### config.mk
export PLATFORM = sky130hd
export DESIGN_NAME = rxs_status_regs
export DESIGN_NICKNAME = d
export VERILOG_FILES = /design/src/core/rxs_pkg.sv /design/src/core/rxs_status_regs.sv
export VERILOG_INCLUDE_DIRS = /design/src /design/src/core
export SDC_FILE = /design/constraint.sdc
export NUM_CORES = 1
export LEC_CHECK = 0
export ABC_AREA = 1
export BUFFER_PORTS_ARGS = -buffer_cell sky130_fd_sc_hd__buf_2
export CAP_MARGIN = 40
export CORE_MARGIN = 5
export CORE_UTILIZATION = 40
export DETAILED_ROUTE_END_ITERATION = 10
export MAX_ROUTING_LAYER = met4
export SLEW_MARGIN = 20
export SYNTH_ARGS = -nofsm -noshare
export SYNTH_HDL_FRONTEND = slang
export SYNTH_SLANG_ARGS = --single-unit
### constraint.sdc
create_clock -name clk_sys -period 2.82 [get_ports clk_sys]
set_input_delay 0.282 -clock clk_sys [delete_from_list [all_inputs] [get_ports clk_sys]]
set_output_delay 0.282 -clock clk_sys [all_outputs]
set_load 0.02 [all_outputs]
### src/core/rxs_defines.svh
// Constants of the receive status and event register bank.
// Assumes inclusion by bare name from the bank module only.
`ifndef RXS_DEFINES_SVH
`define RXS_DEFINES_SVH

// Register byte offsets
`define RXS_OFS_TARGET_EVENT   8'h1D
`define RXS_OFS_BUF_LOW        8'h1E
`define RXS_OFS_BUF_HIGH       8'h1F
`define RXS_OFS_COLLISION      8'h20
`define RXS_OFS_EVENT_MASK     8'h30
`define RXS_OFS_ERROR          8'h31

// Target event bit positions
`define RXS_EVT_FIELD_WAIT     7
`define RXS_EVT_SLOT_WL        6
`define RXS_EVT_FIELD_ON       5
`define RXS_EVT_RX_END_REPLY   4
`define RXS_EVT_HIGH_RATE      3
`define RXS_EVT_ACTIVE_STAR    1
`define RXS_EVT_ACTIVE         0
`define RXS_EVT_USED_MASK      8'hFB

// Error register bit position
`define RXS_ERR_HARD_FRAMING   4

// Buffer high register fields
`define RXS_BUF_UNF_BIT        5
`define RXS_BUF_OVR_BIT        4

// Slot water level and type-A target state codes
`define RXS_SLOT_WL_LEVEL      5'h04
`define RXS_PTA_ACTIVE         4'h5
`define RXS_PTA_ACTIVE_STAR    4'hD

// Reset value and buffer depth
`define RXS_RST_BYTE           8'h00
`define RXS_BUF_DEPTH          512

`endif

### src/core/rxs_pkg.sv
// Types shared by the receive status register bank.
// Assumes the defines header sits on the include path.
package rxs_pkg;

    // Event pulses from the target and collision avoidance logic
    typedef struct packed {
        logic field_wait_timer_event;   // Second field-on interval expired
        logic ca_done;                  // Collision avoidance finished
        logic ca_collision;             // Collision seen during avoidance
        logic own_field_on;             // Own field switched on
        logic passive_target_mode;      // Passive target mode active
        logic auto_response_sent;       // Anticollision or polling reply sent
        logic high_rate_target_active_event; // Polling reply sent at high rate
    } rxs_evt_type;

    // Receive framer results at end of frame
    typedef struct packed {
        logic       start;              // Frame start pulse
        logic       done;               // Frame end pulse
        logic [2:0] last_bits;          // Bits in final partial byte
        logic       no_parity;          // Full last byte without parity
        logic [7:0] last_raw;           // Last byte, bits shifted in at top
        logic       hard_framing_error; // Corrupting framing error
    } rxs_rx_type;

    // Collision report from the bit decoder
    typedef struct packed {
        logic       valid;              // Collision detected pulse
        logic [3:0] full_bytes;         // Complete bytes before collision
        logic [2:0] bits_before;        // Bits of colliding byte before it
        logic       on_parity;          // Collision hit a parity bit
        logic       anticoll_frame;     // Frame is a type-A anticollision cmd
    } rxs_col_type;

endpackage

### src/core/rxs_status_regs.sv
// Receive status, buffer fill and target event registers.
// Assumes event inputs come from logic on clk_sys and the host port
// follows the one-cycle strobe protocol.
//
// Notes on behaviour
// - Reading the target event register clears all its flags except those set in the same cycle.
// - Slot water level flag, bit 6, rises when four free slots remain.
// - Field-on flag, bit 5, rises after clean avoidance with own field on.
// - Bit 4 rises at frame end when target replied on its own.
// - Bit 3 rises after the automatic high-rate polling reply.
// - Bit 1 rises on entering the type-A starred active state.
// - Bit 0 rises on entering the type-A plain active state.
// - Bit 7 rises when the second field-on wait timer expires.
// - Buffer occupancy is a 10-bit byte count from 0 to 512.
// - Low count byte at first buffer register, top two bits at 7:6.
// - Bits 3:1 give final partial byte size; bits sit LSB aligned.
// - Missing-parity flag set when full last byte lacked parity.
// - Under hard framing error, last-byte and collision fields are invalid.
// - Collision bits 7:4 count full bytes before first collision.
// - Collision bits 3:1 count bits of colliding byte before it.
// - Collision bit 0 set only when first collision hits parity.
// - Collision register updates only for type-A anticollision frames.
// - Error register bit 4 flags a corrupting framing error.
// - A set mask bit keeps its event off the interrupt output.
//
// The strobed register port was chosen for this implementation.
`timescale 1ns/1ps
`default_nettype none
`include "rxs_defines.svh"

module rxs_status_regs #(
    parameter int BUF_DEPTH = `RXS_BUF_DEPTH,   // Buffer capacity in bytes
    parameter int SLOT_W    = 5                 // Width of free-slot count
) (
    input  wire logic                clk_sys,         // System clock
    input  wire logic                srst,            // Sync reset, high
    input  wire logic [7:0]          reg_addr,        // Register address
    input  wire logic [7:0]          reg_wdata,       // Write data
    input  wire logic                reg_wr,          // Write strobe
    input  wire logic                reg_rd,          // Read strobe
    output logic      [7:0]          reg_rdata,       // Read data, next cycle
    input  wire rxs_pkg::rxs_evt_type evt,            // Target event inputs
    input  wire logic [SLOT_W-1:0]   slots_free,      // Unused slot numbers
    input  wire logic [3:0]          pta_state,       // Type-A target state
    input  wire logic                buf_push,        // Byte into buffer
    input  wire logic                buf_pop,         // Byte out of buffer
    input  wire logic                buf_clear,       // Empty the buffer
    input  wire rxs_pkg::rxs_rx_type rx,              // Framer results
    input  wire rxs_pkg::rxs_col_type col,            // Collision report
    output logic                     target_irq,      // Masked event request
    output logic      [7:0]          last_byte_aligned, // Last byte, LSB aligned
    output logic                     hard_framing_error // Error flag level
);

    //------------------------------------------------------------------
    // Event detection
    //------------------------------------------------------------------
    logic [7:0]        flags_q;
    logic [7:0]        flags_d;
    logic [7:0]        evt_set;
    logic [7:0]        mask_q;
    logic [SLOT_W-1:0] slots_q;
    logic [3:0]        pta_q;
    logic              evt_read;
    logic              irq_q;

    assign evt_read = reg_rd && (reg_addr == `RXS_OFS_TARGET_EVENT);

    always_comb begin
        evt_set = `RXS_RST_BYTE;
        evt_set[`RXS_EVT_FIELD_WAIT] = evt.field_wait_timer_event;
        evt_set[`RXS_EVT_SLOT_WL] = (slots_free == SLOT_W'(`RXS_SLOT_WL_LEVEL))
                                    && (slots_q != SLOT_W'(`RXS_SLOT_WL_LEVEL));
        evt_set[`RXS_EVT_FIELD_ON] = evt.ca_done && !evt.ca_collision
                                     && evt.own_field_on;
        evt_set[`RXS_EVT_RX_END_REPLY] = rx.done && evt.passive_target_mode
                                         && evt.auto_response_sent;
        evt_set[`RXS_EVT_HIGH_RATE] = evt.high_rate_target_active_event;
        evt_set[`RXS_EVT_ACTIVE_STAR] = (pta_state == `RXS_PTA_ACTIVE_STAR)
                                        && (pta_q != `RXS_PTA_ACTIVE_STAR);
        evt_set[`RXS_EVT_ACTIVE] = (pta_state == `RXS_PTA_ACTIVE)
                                   && (pta_q != `RXS_PTA_ACTIVE);
    end

    // Set wins over the clear caused by a read in the same cycle
    always_comb begin
        flags_d = evt_read ? evt_set : (flags_q | evt_set);
    end

    always_ff @(posedge clk_sys) begin
        if (srst) begin
            slots_q <= SLOT_W'(`RXS_RST_BYTE);
            pta_q   <= 4'h0;
        end else begin
            slots_q <= slots_free;
            pta_q   <= pta_state;
        end
    end

    always_ff @(posedge clk_sys) begin
        if (srst) begin
            flags_q <= `RXS_RST_BYTE;
        end else begin
            flags_q <= flags_d;
        end
    end

    //------------------------------------------------------------------
    // Mask and interrupt
    //------------------------------------------------------------------
    always_ff @(posedge clk_sys) begin
        if (srst) begin
            mask_q <= `RXS_RST_BYTE;
        end else if (reg_wr && (reg_addr == `RXS_OFS_EVENT_MASK)) begin
            mask_q <= reg_wdata & `RXS_EVT_USED_MASK;
        end
    end

    always_ff @(posedge clk_sys) begin
        if (srst) begin
            irq_q <= 1'b0;
        end else begin
            irq_q <= |(flags_d & ~mask_q);
        end
    end

    assign target_irq = irq_q;

    //------------------------------------------------------------------
    // Buffer fill count
    //------------------------------------------------------------------
    logic [9:0] count_q;
    logic       unf_q;
    logic       ovr_q;
    logic       buf_empty;
    logic       buf_full;
    logic       do_push;
    logic       do_pop;

    assign buf_empty = (count_q == 10'h000);
    assign buf_full  = (count_q == 10'(BUF_DEPTH));
    assign do_push   = buf_push && (!buf_full || buf_pop);
    assign do_pop    = buf_pop && !buf_empty;

    always_ff @(posedge clk_sys) begin
        if (srst || buf_clear) begin
            count_q <= 10'h000;
        end else if (do_push && !do_pop) begin
            count_q <= count_q + 10'h001;
        end else if (do_pop && !do_push) begin
            count_q <= count_q - 10'h001;
        end
    end

    always_ff @(posedge clk_sys) begin
        if (srst || buf_clear) begin
            unf_q <= 1'b0;
            ovr_q <= 1'b0;
        end else begin
            unf_q <= unf_q || (buf_pop && buf_empty);
            ovr_q <= ovr_q || (buf_push && buf_full && !buf_pop);
        end
    end

    //------------------------------------------------------------------
    // Last byte and framing error
    //------------------------------------------------------------------
    logic [2:0] lb_bits_q;
    logic       np_q;
    logic [7:0] aligned_q;
    logic       err_q;
    logic       err_read;
    logic [7:0] aligned_d;

    assign err_read = reg_rd && (reg_addr == `RXS_OFS_ERROR);

    always_comb begin
        if (rx.last_bits == 3'h0) begin
            aligned_d = rx.last_raw;
        end else begin
            aligned_d = rx.last_raw >> (4'h8 - {1'b0, rx.last_bits});
        end
    end

    // Values latched here are meaningless while the error flag is set
    always_ff @(posedge clk_sys) begin
        if (srst) begin
            lb_bits_q <= 3'h0;
            np_q      <= 1'b0;
            aligned_q <= `RXS_RST_BYTE;
        end else if (rx.done) begin
            lb_bits_q <= rx.last_bits;
            np_q      <= rx.no_parity && (rx.last_bits == 3'h0);
            aligned_q <= aligned_d;
        end
    end

    always_ff @(posedge clk_sys) begin
        if (srst) begin
            err_q <= 1'b0;
        end else if (rx.hard_framing_error) begin
            err_q <= 1'b1;
        end else if (err_read) begin
            err_q <= 1'b0;
        end
    end

    assign last_byte_aligned  = aligned_q;
    assign hard_framing_error = err_q;

    //------------------------------------------------------------------
    // Collision position
    //------------------------------------------------------------------
    logic [7:0] col_q;
    logic       col_seen_q;
    logic       col_take;

    assign col_take = col.valid && col.anticoll_frame && !col_seen_q;

    always_ff @(posedge clk_sys) begin
        if (srst || rx.start) begin
            col_seen_q <= 1'b0;
        end else if (col.valid) begin
            col_seen_q <= 1'b1;
        end
    end

    always_ff @(posedge clk_sys) begin
        if (srst) begin
            col_q <= `RXS_RST_BYTE;
        end else if (col_take) begin
            col_q[7:4] <= col.full_bytes;
            col_q[3:1] <= col.bits_before;
            col_q[0]   <= col.on_parity;
        end
    end

    //------------------------------------------------------------------
    // Read port
    //------------------------------------------------------------------
    logic [7:0] rdata_q;
    logic [7:0] rd_mux;

    always_comb begin
        unique case (reg_addr)
            `RXS_OFS_TARGET_EVENT: rd_mux = flags_q;
            `RXS_OFS_BUF_LOW:      rd_mux = count_q[7:0];
            `RXS_OFS_BUF_HIGH:     rd_mux = {count_q[9:8], unf_q, ovr_q,
                                             lb_bits_q, np_q};
            `RXS_OFS_COLLISION:    rd_mux = col_q;
            `RXS_OFS_EVENT_MASK:   rd_mux = mask_q;
            `RXS_OFS_ERROR:        rd_mux = {3'h0, err_q, 4'h0};
            default:               rd_mux = `RXS_RST_BYTE;
        endcase
    end

    always_ff @(posedge clk_sys) begin
        if (srst) begin
            rdata_q <= `RXS_RST_BYTE;
        end else begin
            rdata_q <= reg_rd ? rd_mux : `RXS_RST_BYTE;
        end
    end

    assign reg_rdata = rdata_q;

    //------------------------------------------------------------------
    // Assertions
    //------------------------------------------------------------------
    AST_CLEAR_ON_READ: assert property (@(posedge clk_sys) disable iff (srst)
        (evt_read && (evt_set == 8'h00)) |=> (flags_q == 8'h00))
        else $error("event flags not cleared by read");

    AST_READ_RETURNS_FLAGS: assert property (@(posedge clk_sys) disable iff (srst)
        evt_read |=> (reg_rdata == $past(flags_q)))
        else $error("event read data wrong");

    AST_SLOT_LEVEL: assert property (@(posedge clk_sys) disable iff (srst)
        ((slots_free == SLOT_W'(4)) && !$stable(slots_free))
        |=> flags_q[`RXS_EVT_SLOT_WL])
        else $error("slot water level flag missing");

    AST_FIELD_ON: assert property (@(posedge clk_sys) disable iff (srst)
        (evt.ca_done && !evt.ca_collision && evt.own_field_on) |=> flags_q[5])
        else $error("field-on flag missing");

    AST_NO_FIELD_ON_COLL: assert property (@(posedge clk_sys) disable iff (srst)
        (!flags_q[5] && !evt_read && evt.ca_collision) |=> !flags_q[5])
        else $error("field-on flag set despite collision");

    AST_RXE_PTA: assert property (@(posedge clk_sys) disable iff (srst)
        (rx.done && evt.passive_target_mode && evt.auto_response_sent) |=> flags_q[4])
        else $error("end of receive target flag missing");

    AST_HIGH_RATE: assert property (@(posedge clk_sys) disable iff (srst)
        evt.high_rate_target_active_event |=> flags_q[3])
        else $error("high rate active flag missing");

    AST_ACTIVE_STAR: assert property (@(posedge clk_sys) disable iff (srst)
        ((pta_state == 4'hD) && ($past(pta_state) != 4'hD)) |=> flags_q[1])
        else $error("starred active flag missing");

    AST_ACTIVE: assert property (@(posedge clk_sys) disable iff (srst)
        ((pta_state == 4'h5) && ($past(pta_state) != 4'h5)) |=> flags_q[0])
        else $error("active flag missing");

    AST_FIELD_WAIT: assert property (@(posedge clk_sys) disable iff (srst)
        evt.field_wait_timer_event |=> flags_q[7])
        else $error("field wait timer flag missing");

    AST_RFU_ZERO: assert property (@(posedge clk_sys) disable iff (srst)
        !flags_q[2])
        else $error("reserved event bit set");

    AST_COUNT_RANGE: assert property (@(posedge clk_sys) disable iff (srst)
        count_q <= 10'd512)
        else $error("buffer count beyond 512");

    AST_COUNT_STEP: assert property (@(posedge clk_sys) disable iff (srst)
        (buf_push && !buf_pop && !buf_clear && (count_q < 10'd512))
        |=> (count_q == $past(count_q) + 10'd1))
        else $error("buffer count did not advance");

    AST_HIGH_SPLIT: assert property (@(posedge clk_sys) disable iff (srst)
        (reg_rd && (reg_addr == 8'h1F)) |=> (reg_rdata[7:6] == $past(count_q[9:8])))
        else $error("count high bits misplaced");

    AST_LOW_SPLIT: assert property (@(posedge clk_sys) disable iff (srst)
        (reg_rd && (reg_addr == 8'h1E)) |=> (reg_rdata == $past(count_q[7:0])))
        else $error("count low byte wrong");

    AST_UNDERFLOW: assert property (@(posedge clk_sys) disable iff (srst)
        (buf_pop && (count_q == 10'd0) && !buf_clear) |=> unf_q)
        else $error("underflow not flagged");

    AST_OVERFLOW: assert property (@(posedge clk_sys) disable iff (srst)
        (buf_push && !buf_pop && (count_q == 10'd512) && !buf_clear)
        |=> (ovr_q && (count_q == 10'd512)))
        else $error("overflow not flagged");

    AST_LAST_BITS: assert property (@(posedge clk_sys) disable iff (srst)
        rx.done |=> (lb_bits_q == $past(rx.last_bits)))
        else $error("last byte bit count not latched");

    AST_ALIGN_TOP: assert property (@(posedge clk_sys) disable iff (srst)
        (rx.done && (rx.last_bits != 3'd0))
        |=> ((last_byte_aligned >> lb_bits_q) == 8'h00))
        else $error("partial byte not LSB aligned");

    AST_NO_PARITY: assert property (@(posedge clk_sys) disable iff (srst)
        (rx.done && rx.no_parity && (rx.last_bits == 3'd0)) |=> np_q)
        else $error("missing parity not flagged");

    AST_HARD_ERR: assert property (@(posedge clk_sys) disable iff (srst)
        (rx.hard_framing_error ##1 !err_read) |-> hard_framing_error [*2])
        else $error("hard framing error not held");

    AST_COL_FIELDS: assert property (@(posedge clk_sys) disable iff (srst)
        col_take |=> (col_q == {$past(col.full_bytes), $past(col.bits_before),
                                $past(col.on_parity)}))
        else $error("collision fields not recorded");

    AST_COL_FIRST: assert property (@(posedge clk_sys) disable iff (srst)
        (col.valid && col_seen_q && !rx.start) |=> $stable(col_q))
        else $error("later collision overwrote first");

    AST_COL_LONG_MSG: assert property (@(posedge clk_sys) disable iff (srst)
        (col.valid && !col.anticoll_frame) |=> $stable(col_q))
        else $error("collision register set for long message");

    AST_MASK_GATES: assert property (@(posedge clk_sys) disable iff (srst)
        ((flags_q & ~mask_q) == 8'h00) && $stable(flags_q) && $stable(mask_q)
        |-> !target_irq)
        else $error("masked event drove interrupt");

endmodule // rxs_status_regs
`default_nettype wire

==> insert_results.sql <==
INSERT INTO impl_metrics (metric_group, metric, value, unit) VALUES
('route', 'routed_wire_length_per_instance', '12.47', 'um'),
('global_route', 'grt_pass1_wl', '14410', 'um'),
('cts', 'cts-root-to-sink-buffers', '2', ''),
('global_route', 'largest_net_degree_at_the_start_of_global_routing', '28', ''),
('sta', 'relSlewSlack', '72.07', '%'),
('floorplanning', 'floorplan.core_area', '8678', 'sq um'),
('worst_setup_path', 'worstPathArrival', '2790', 'ps'),
('cts', 'cts_inserted_buffers', '9', ''),
('placement', 'place.port_buffers', '80', ''),
('sta', 'setup_clock_skew_after_layout', '11.53', 'ps'),
('sta', 'timing.final.hold_violations', '0', ''),
('sta', 'setup_slack', '270.5', 'ps'),
('pwr', 'sw_frac_of_total', '34.32', '%'),
('pwr', 'power_leakage', '2.118', 'nW'),
('worst_setup_path', 'cpPeakStageDelay', '390', 'ps'),
('pwr', 'cellPowerDensity', '627.1', 'nW/um^2'),
('worst_setup_path', 'crit_path_start_kind', 'flip-flop', ''),
('sta', 'worst-slew-pin-transition', '419.0', 'ps'),
('logic_synthesis', 'synth_area', '3528', 'sq um'),
('worst_setup_path', 'path_class', 'flip-flop to flip-flop', ''),
('sta', 'report.final.slew_viol_count', '0', ''),
('global_route', 'number_of_antenna_violations_at_the_first_check_in_global_routing', '0', ''),
('pwr', 'pwr-share-clk', '30.1', '%'),
('logic_synthesis', 'synthesis.instances', '519', ''),
('logic_synthesis', 'ys_dominant_reg_cell', 'sky130_fd_sc_hd__dfxtp_1', ''),
('route', 'detailroute.via_count', '3481', ''),
('global_route', 'track_usage', '16.53', '%'),
('worst_setup_path', 'worst-path-stages', '15', ''),
('sta', 'max_freq', '392.2', 'MHz'),
('sta', 'totalNegativeSetupSlack', '0', 'ps'),
('cts', 'numClockSinks', '67', ''),
('logic_synthesis', 'netlist-cell-type-count', '40', ''),
('logic_synthesis', 'synthArstFlopShare', '0', '%'),
('pwr', 'share_seq_of_total_power', '39.6', '%'),
('floorplanning', 'initial_core_util', '40.66', '%'),
('logic_synthesis', 'synth_enable_flop_cells', '0', ''),
('route', 'detailedRoute.firstIterationViolations', '126', ''),
('sta', 'setup_viol', '0', ''),
('outcome', 'run_status', 'complete, no violations', ''),
('job', 'cap_violations', '0', ''),
('route', 'route.detailed.vias_per_inst', '4.869', ''),
('worst_setup_path', 'worst_ep_required_time', '3060', 'ps'),
('cells_and_area', 'finish.cell_count_without_fillers', '715', ''),
('worst_setup_path', 'crit_path_frequent_cell', 'sky130_fd_sc_hd__nand2_1', ''),
('cts', 'cts.root.buffer_cell', 'sky130_fd_sc_hd__clkbuf_8', ''),
('logic_synthesis', 'yosysWarnings', '0', ''),
('logic_synthesis', 'yosys.area.top_type_share', '38.01', '%'),
('cts', 'post_cts_setup_buffer_count', '0', ''),
('logic_synthesis', 'yosysSeqAreaShare', '38.01', '%'),
('cells_and_area', 'num-nets-final', '678', ''),
('cts', 'cts_tree', 'done', ''),
('placement', 'place_hpwl', '7071', 'um'),
('worst_setup_path', 'critPathCaptureType', 'flip-flop', ''),
('pwr', 'p_comb_share', '30.4', '%'),
('logic_synthesis', 'synth_fp_nets', '595', ''),
('floorplanning', 'die_w', '103.9', 'um'),
('sta', 'grt_setup_unrepaired', 'true', ''),
('cts', 'clkTransAtPathRegs', '80', 'ps'),
('cells_and_area', 'post_route_cells_drive_above_1_share', '19.77', '%'),
('floorplanning', 'die_h', '103.9', 'um'),
('sta', 'timing.final.crit_period', '2549', 'ps'),
('worst_setup_path', 'critical_path.max_fanout', '8', ''),
('route', 'postRouteAntennaNets', '0', ''),
('pwr', 'cellInternalPower', '1.751', 'mW'),
('global_route', 'grt_overflow_total', '0', ''),
('pwr', 'power_switching', '0.9146', 'mW'),
('cts', 'cts-htree-levels', '3', ''),
('floorplanning', 'die-area', '10800', 'sq um'),
('logic_synthesis', 'syn_area_per_cell', '6.798', 'sq um'),
('logic_synthesis', 'synthTopCellsByArea', 'sky130_fd_sc_hd__dfxtp_1 (38%), sky130_fd_sc_hd__nand2_1 (11%), sky130_fd_sc_hd__inv_1 (8.6%)', ''),
('route', 'drt_drc_violations_left', '0', '');
## logic make-up after synthesis
| logic type | Yosys count | share of synthesized area (%) |
|---|---|---|
| fa+ha+maj | 12 | 4.468 |
| compound gates | 122 | 19.15 |
| buf+inv | 98 | 10.78 |
| flops | 67 | 38.01 |
| simple gates | 216 | 26.60 |
| xor+xnor | 4 | 0.9931 |
## per-stage QoR
| stage | instance area [sq um] | total power, mW | hold slack, ps | utilization, % |
|---|---|---|---|---|
| after floorplan | 3528 | 1.650 | 358.8 | - |
| after detailed placement | 4033 | 1.862 | 449.7 | 46.47 |
| after CTS | 4235 | 2.672 | 75.20 | 48.80 |
| after global routing | 4250 | 2.856 | 83.03 | 48.98 |
| after global placement | 4033 | 1.847 | 444.2 | 46.47 |
| final | 4250 | 2.665 | 93.16 | 48.98 |
## final timing paths
kind                    from         end  slack, ps
setup / recovery  count_q[0]  count_q[8]        270
hold / removal        rx[14]  col_seen_q         90
setup reg to reg  count_q[0]  count_q[8]        270
hold reg to reg     col_q[2]    col_q[2]        460
## Yosys cell counts (all sizes together) (2+ instances only)
cell    instances
dfxtp          67
ha             11
nor2           61
nand4          11
nand2         107
a21oi          54
a211oi          2
o31ai           3
nor3            6
o211ai          8
inv            85
o21bai          2
buf             3
xor2            3
nand3          26
clkbuf          8
or2             3
clkinv          2
o21a            2
o21ai          44
o22ai           3
## layout make-up
class                   count  area (sq um)
clock buffers              10         137.6
clock inverters             6         65.06
fillers                   969          4428
inverters                  87         326.6
multi-input cells         354          1822
flip-flops and latches     67          1341
well taps                 108         135.1
repair buffers             83         422.9
## placed cells by master (no fill, tap or decap), drive strengths merged, types with 8 or more instances in the layout
| cell type | count |
|---|---|
| o21ai | 44 |
| nand2 | 107 |
| nand3 | 26 |
| nand4 | 11 |
| inv | 85 |
| nor2 | 61 |
| ha | 11 |
| a21oi | 54 |
| dfxtp | 67 |
| buf | 83 |
| o211ai | 8 |
| clkbuf | 10 |
## flip-flops by register name, indices dropped and copies added, names as in the netlist, 3 cells and up
| name | cells |
|---|---|
| count_q | 10 |
| col_q | 8 |
| flags_q | 8 |
| last_byte_aligned | 8 |
| reg_rdata | 8 |
| mask_q | 7 |
| slots_q | 5 |
| pta_q | 4 |
| lb_bits_q | 3 |
## repair_timing
item / in CTS / in global routing
gates resized for setup: 0 / 5
hold buffers: 0 / 0
endpoints found under the setup margin: 0 / 6
## power groups by stage
| stage | clock network (mW) | logic [mW] | registers (mW) |
|---|---|---|---|
| after floorplan | 0 | 0.572 | 1.08 |
| after global placement | 0 | 0.773 | 1.07 |
| after detailed placement | 0 | 0.786 | 1.08 |
| after CTS | 0.826 | 0.792 | 1.05 |
| after global routing | 0.862 | 0.932 | 1.06 |
| final | 0.801 | 0.810 | 1.05 |
## per-layer routing
| metal | global-route usage [%] | up-vias | part of all wire (%) |
|---|---|---|---|
| li1 | - | 1855 | - |
| met1 | 20.42 | 1545 | 47 |
| met2 | 26.18 | 68 | 47 |
| met3 | 3.290 | 13 | 4.1 |
| met4 | 7.308 | 0 | 2.0 |
| met5 | - | - | 0 |
No activity file was read; power rests on OpenSTA's default activity.
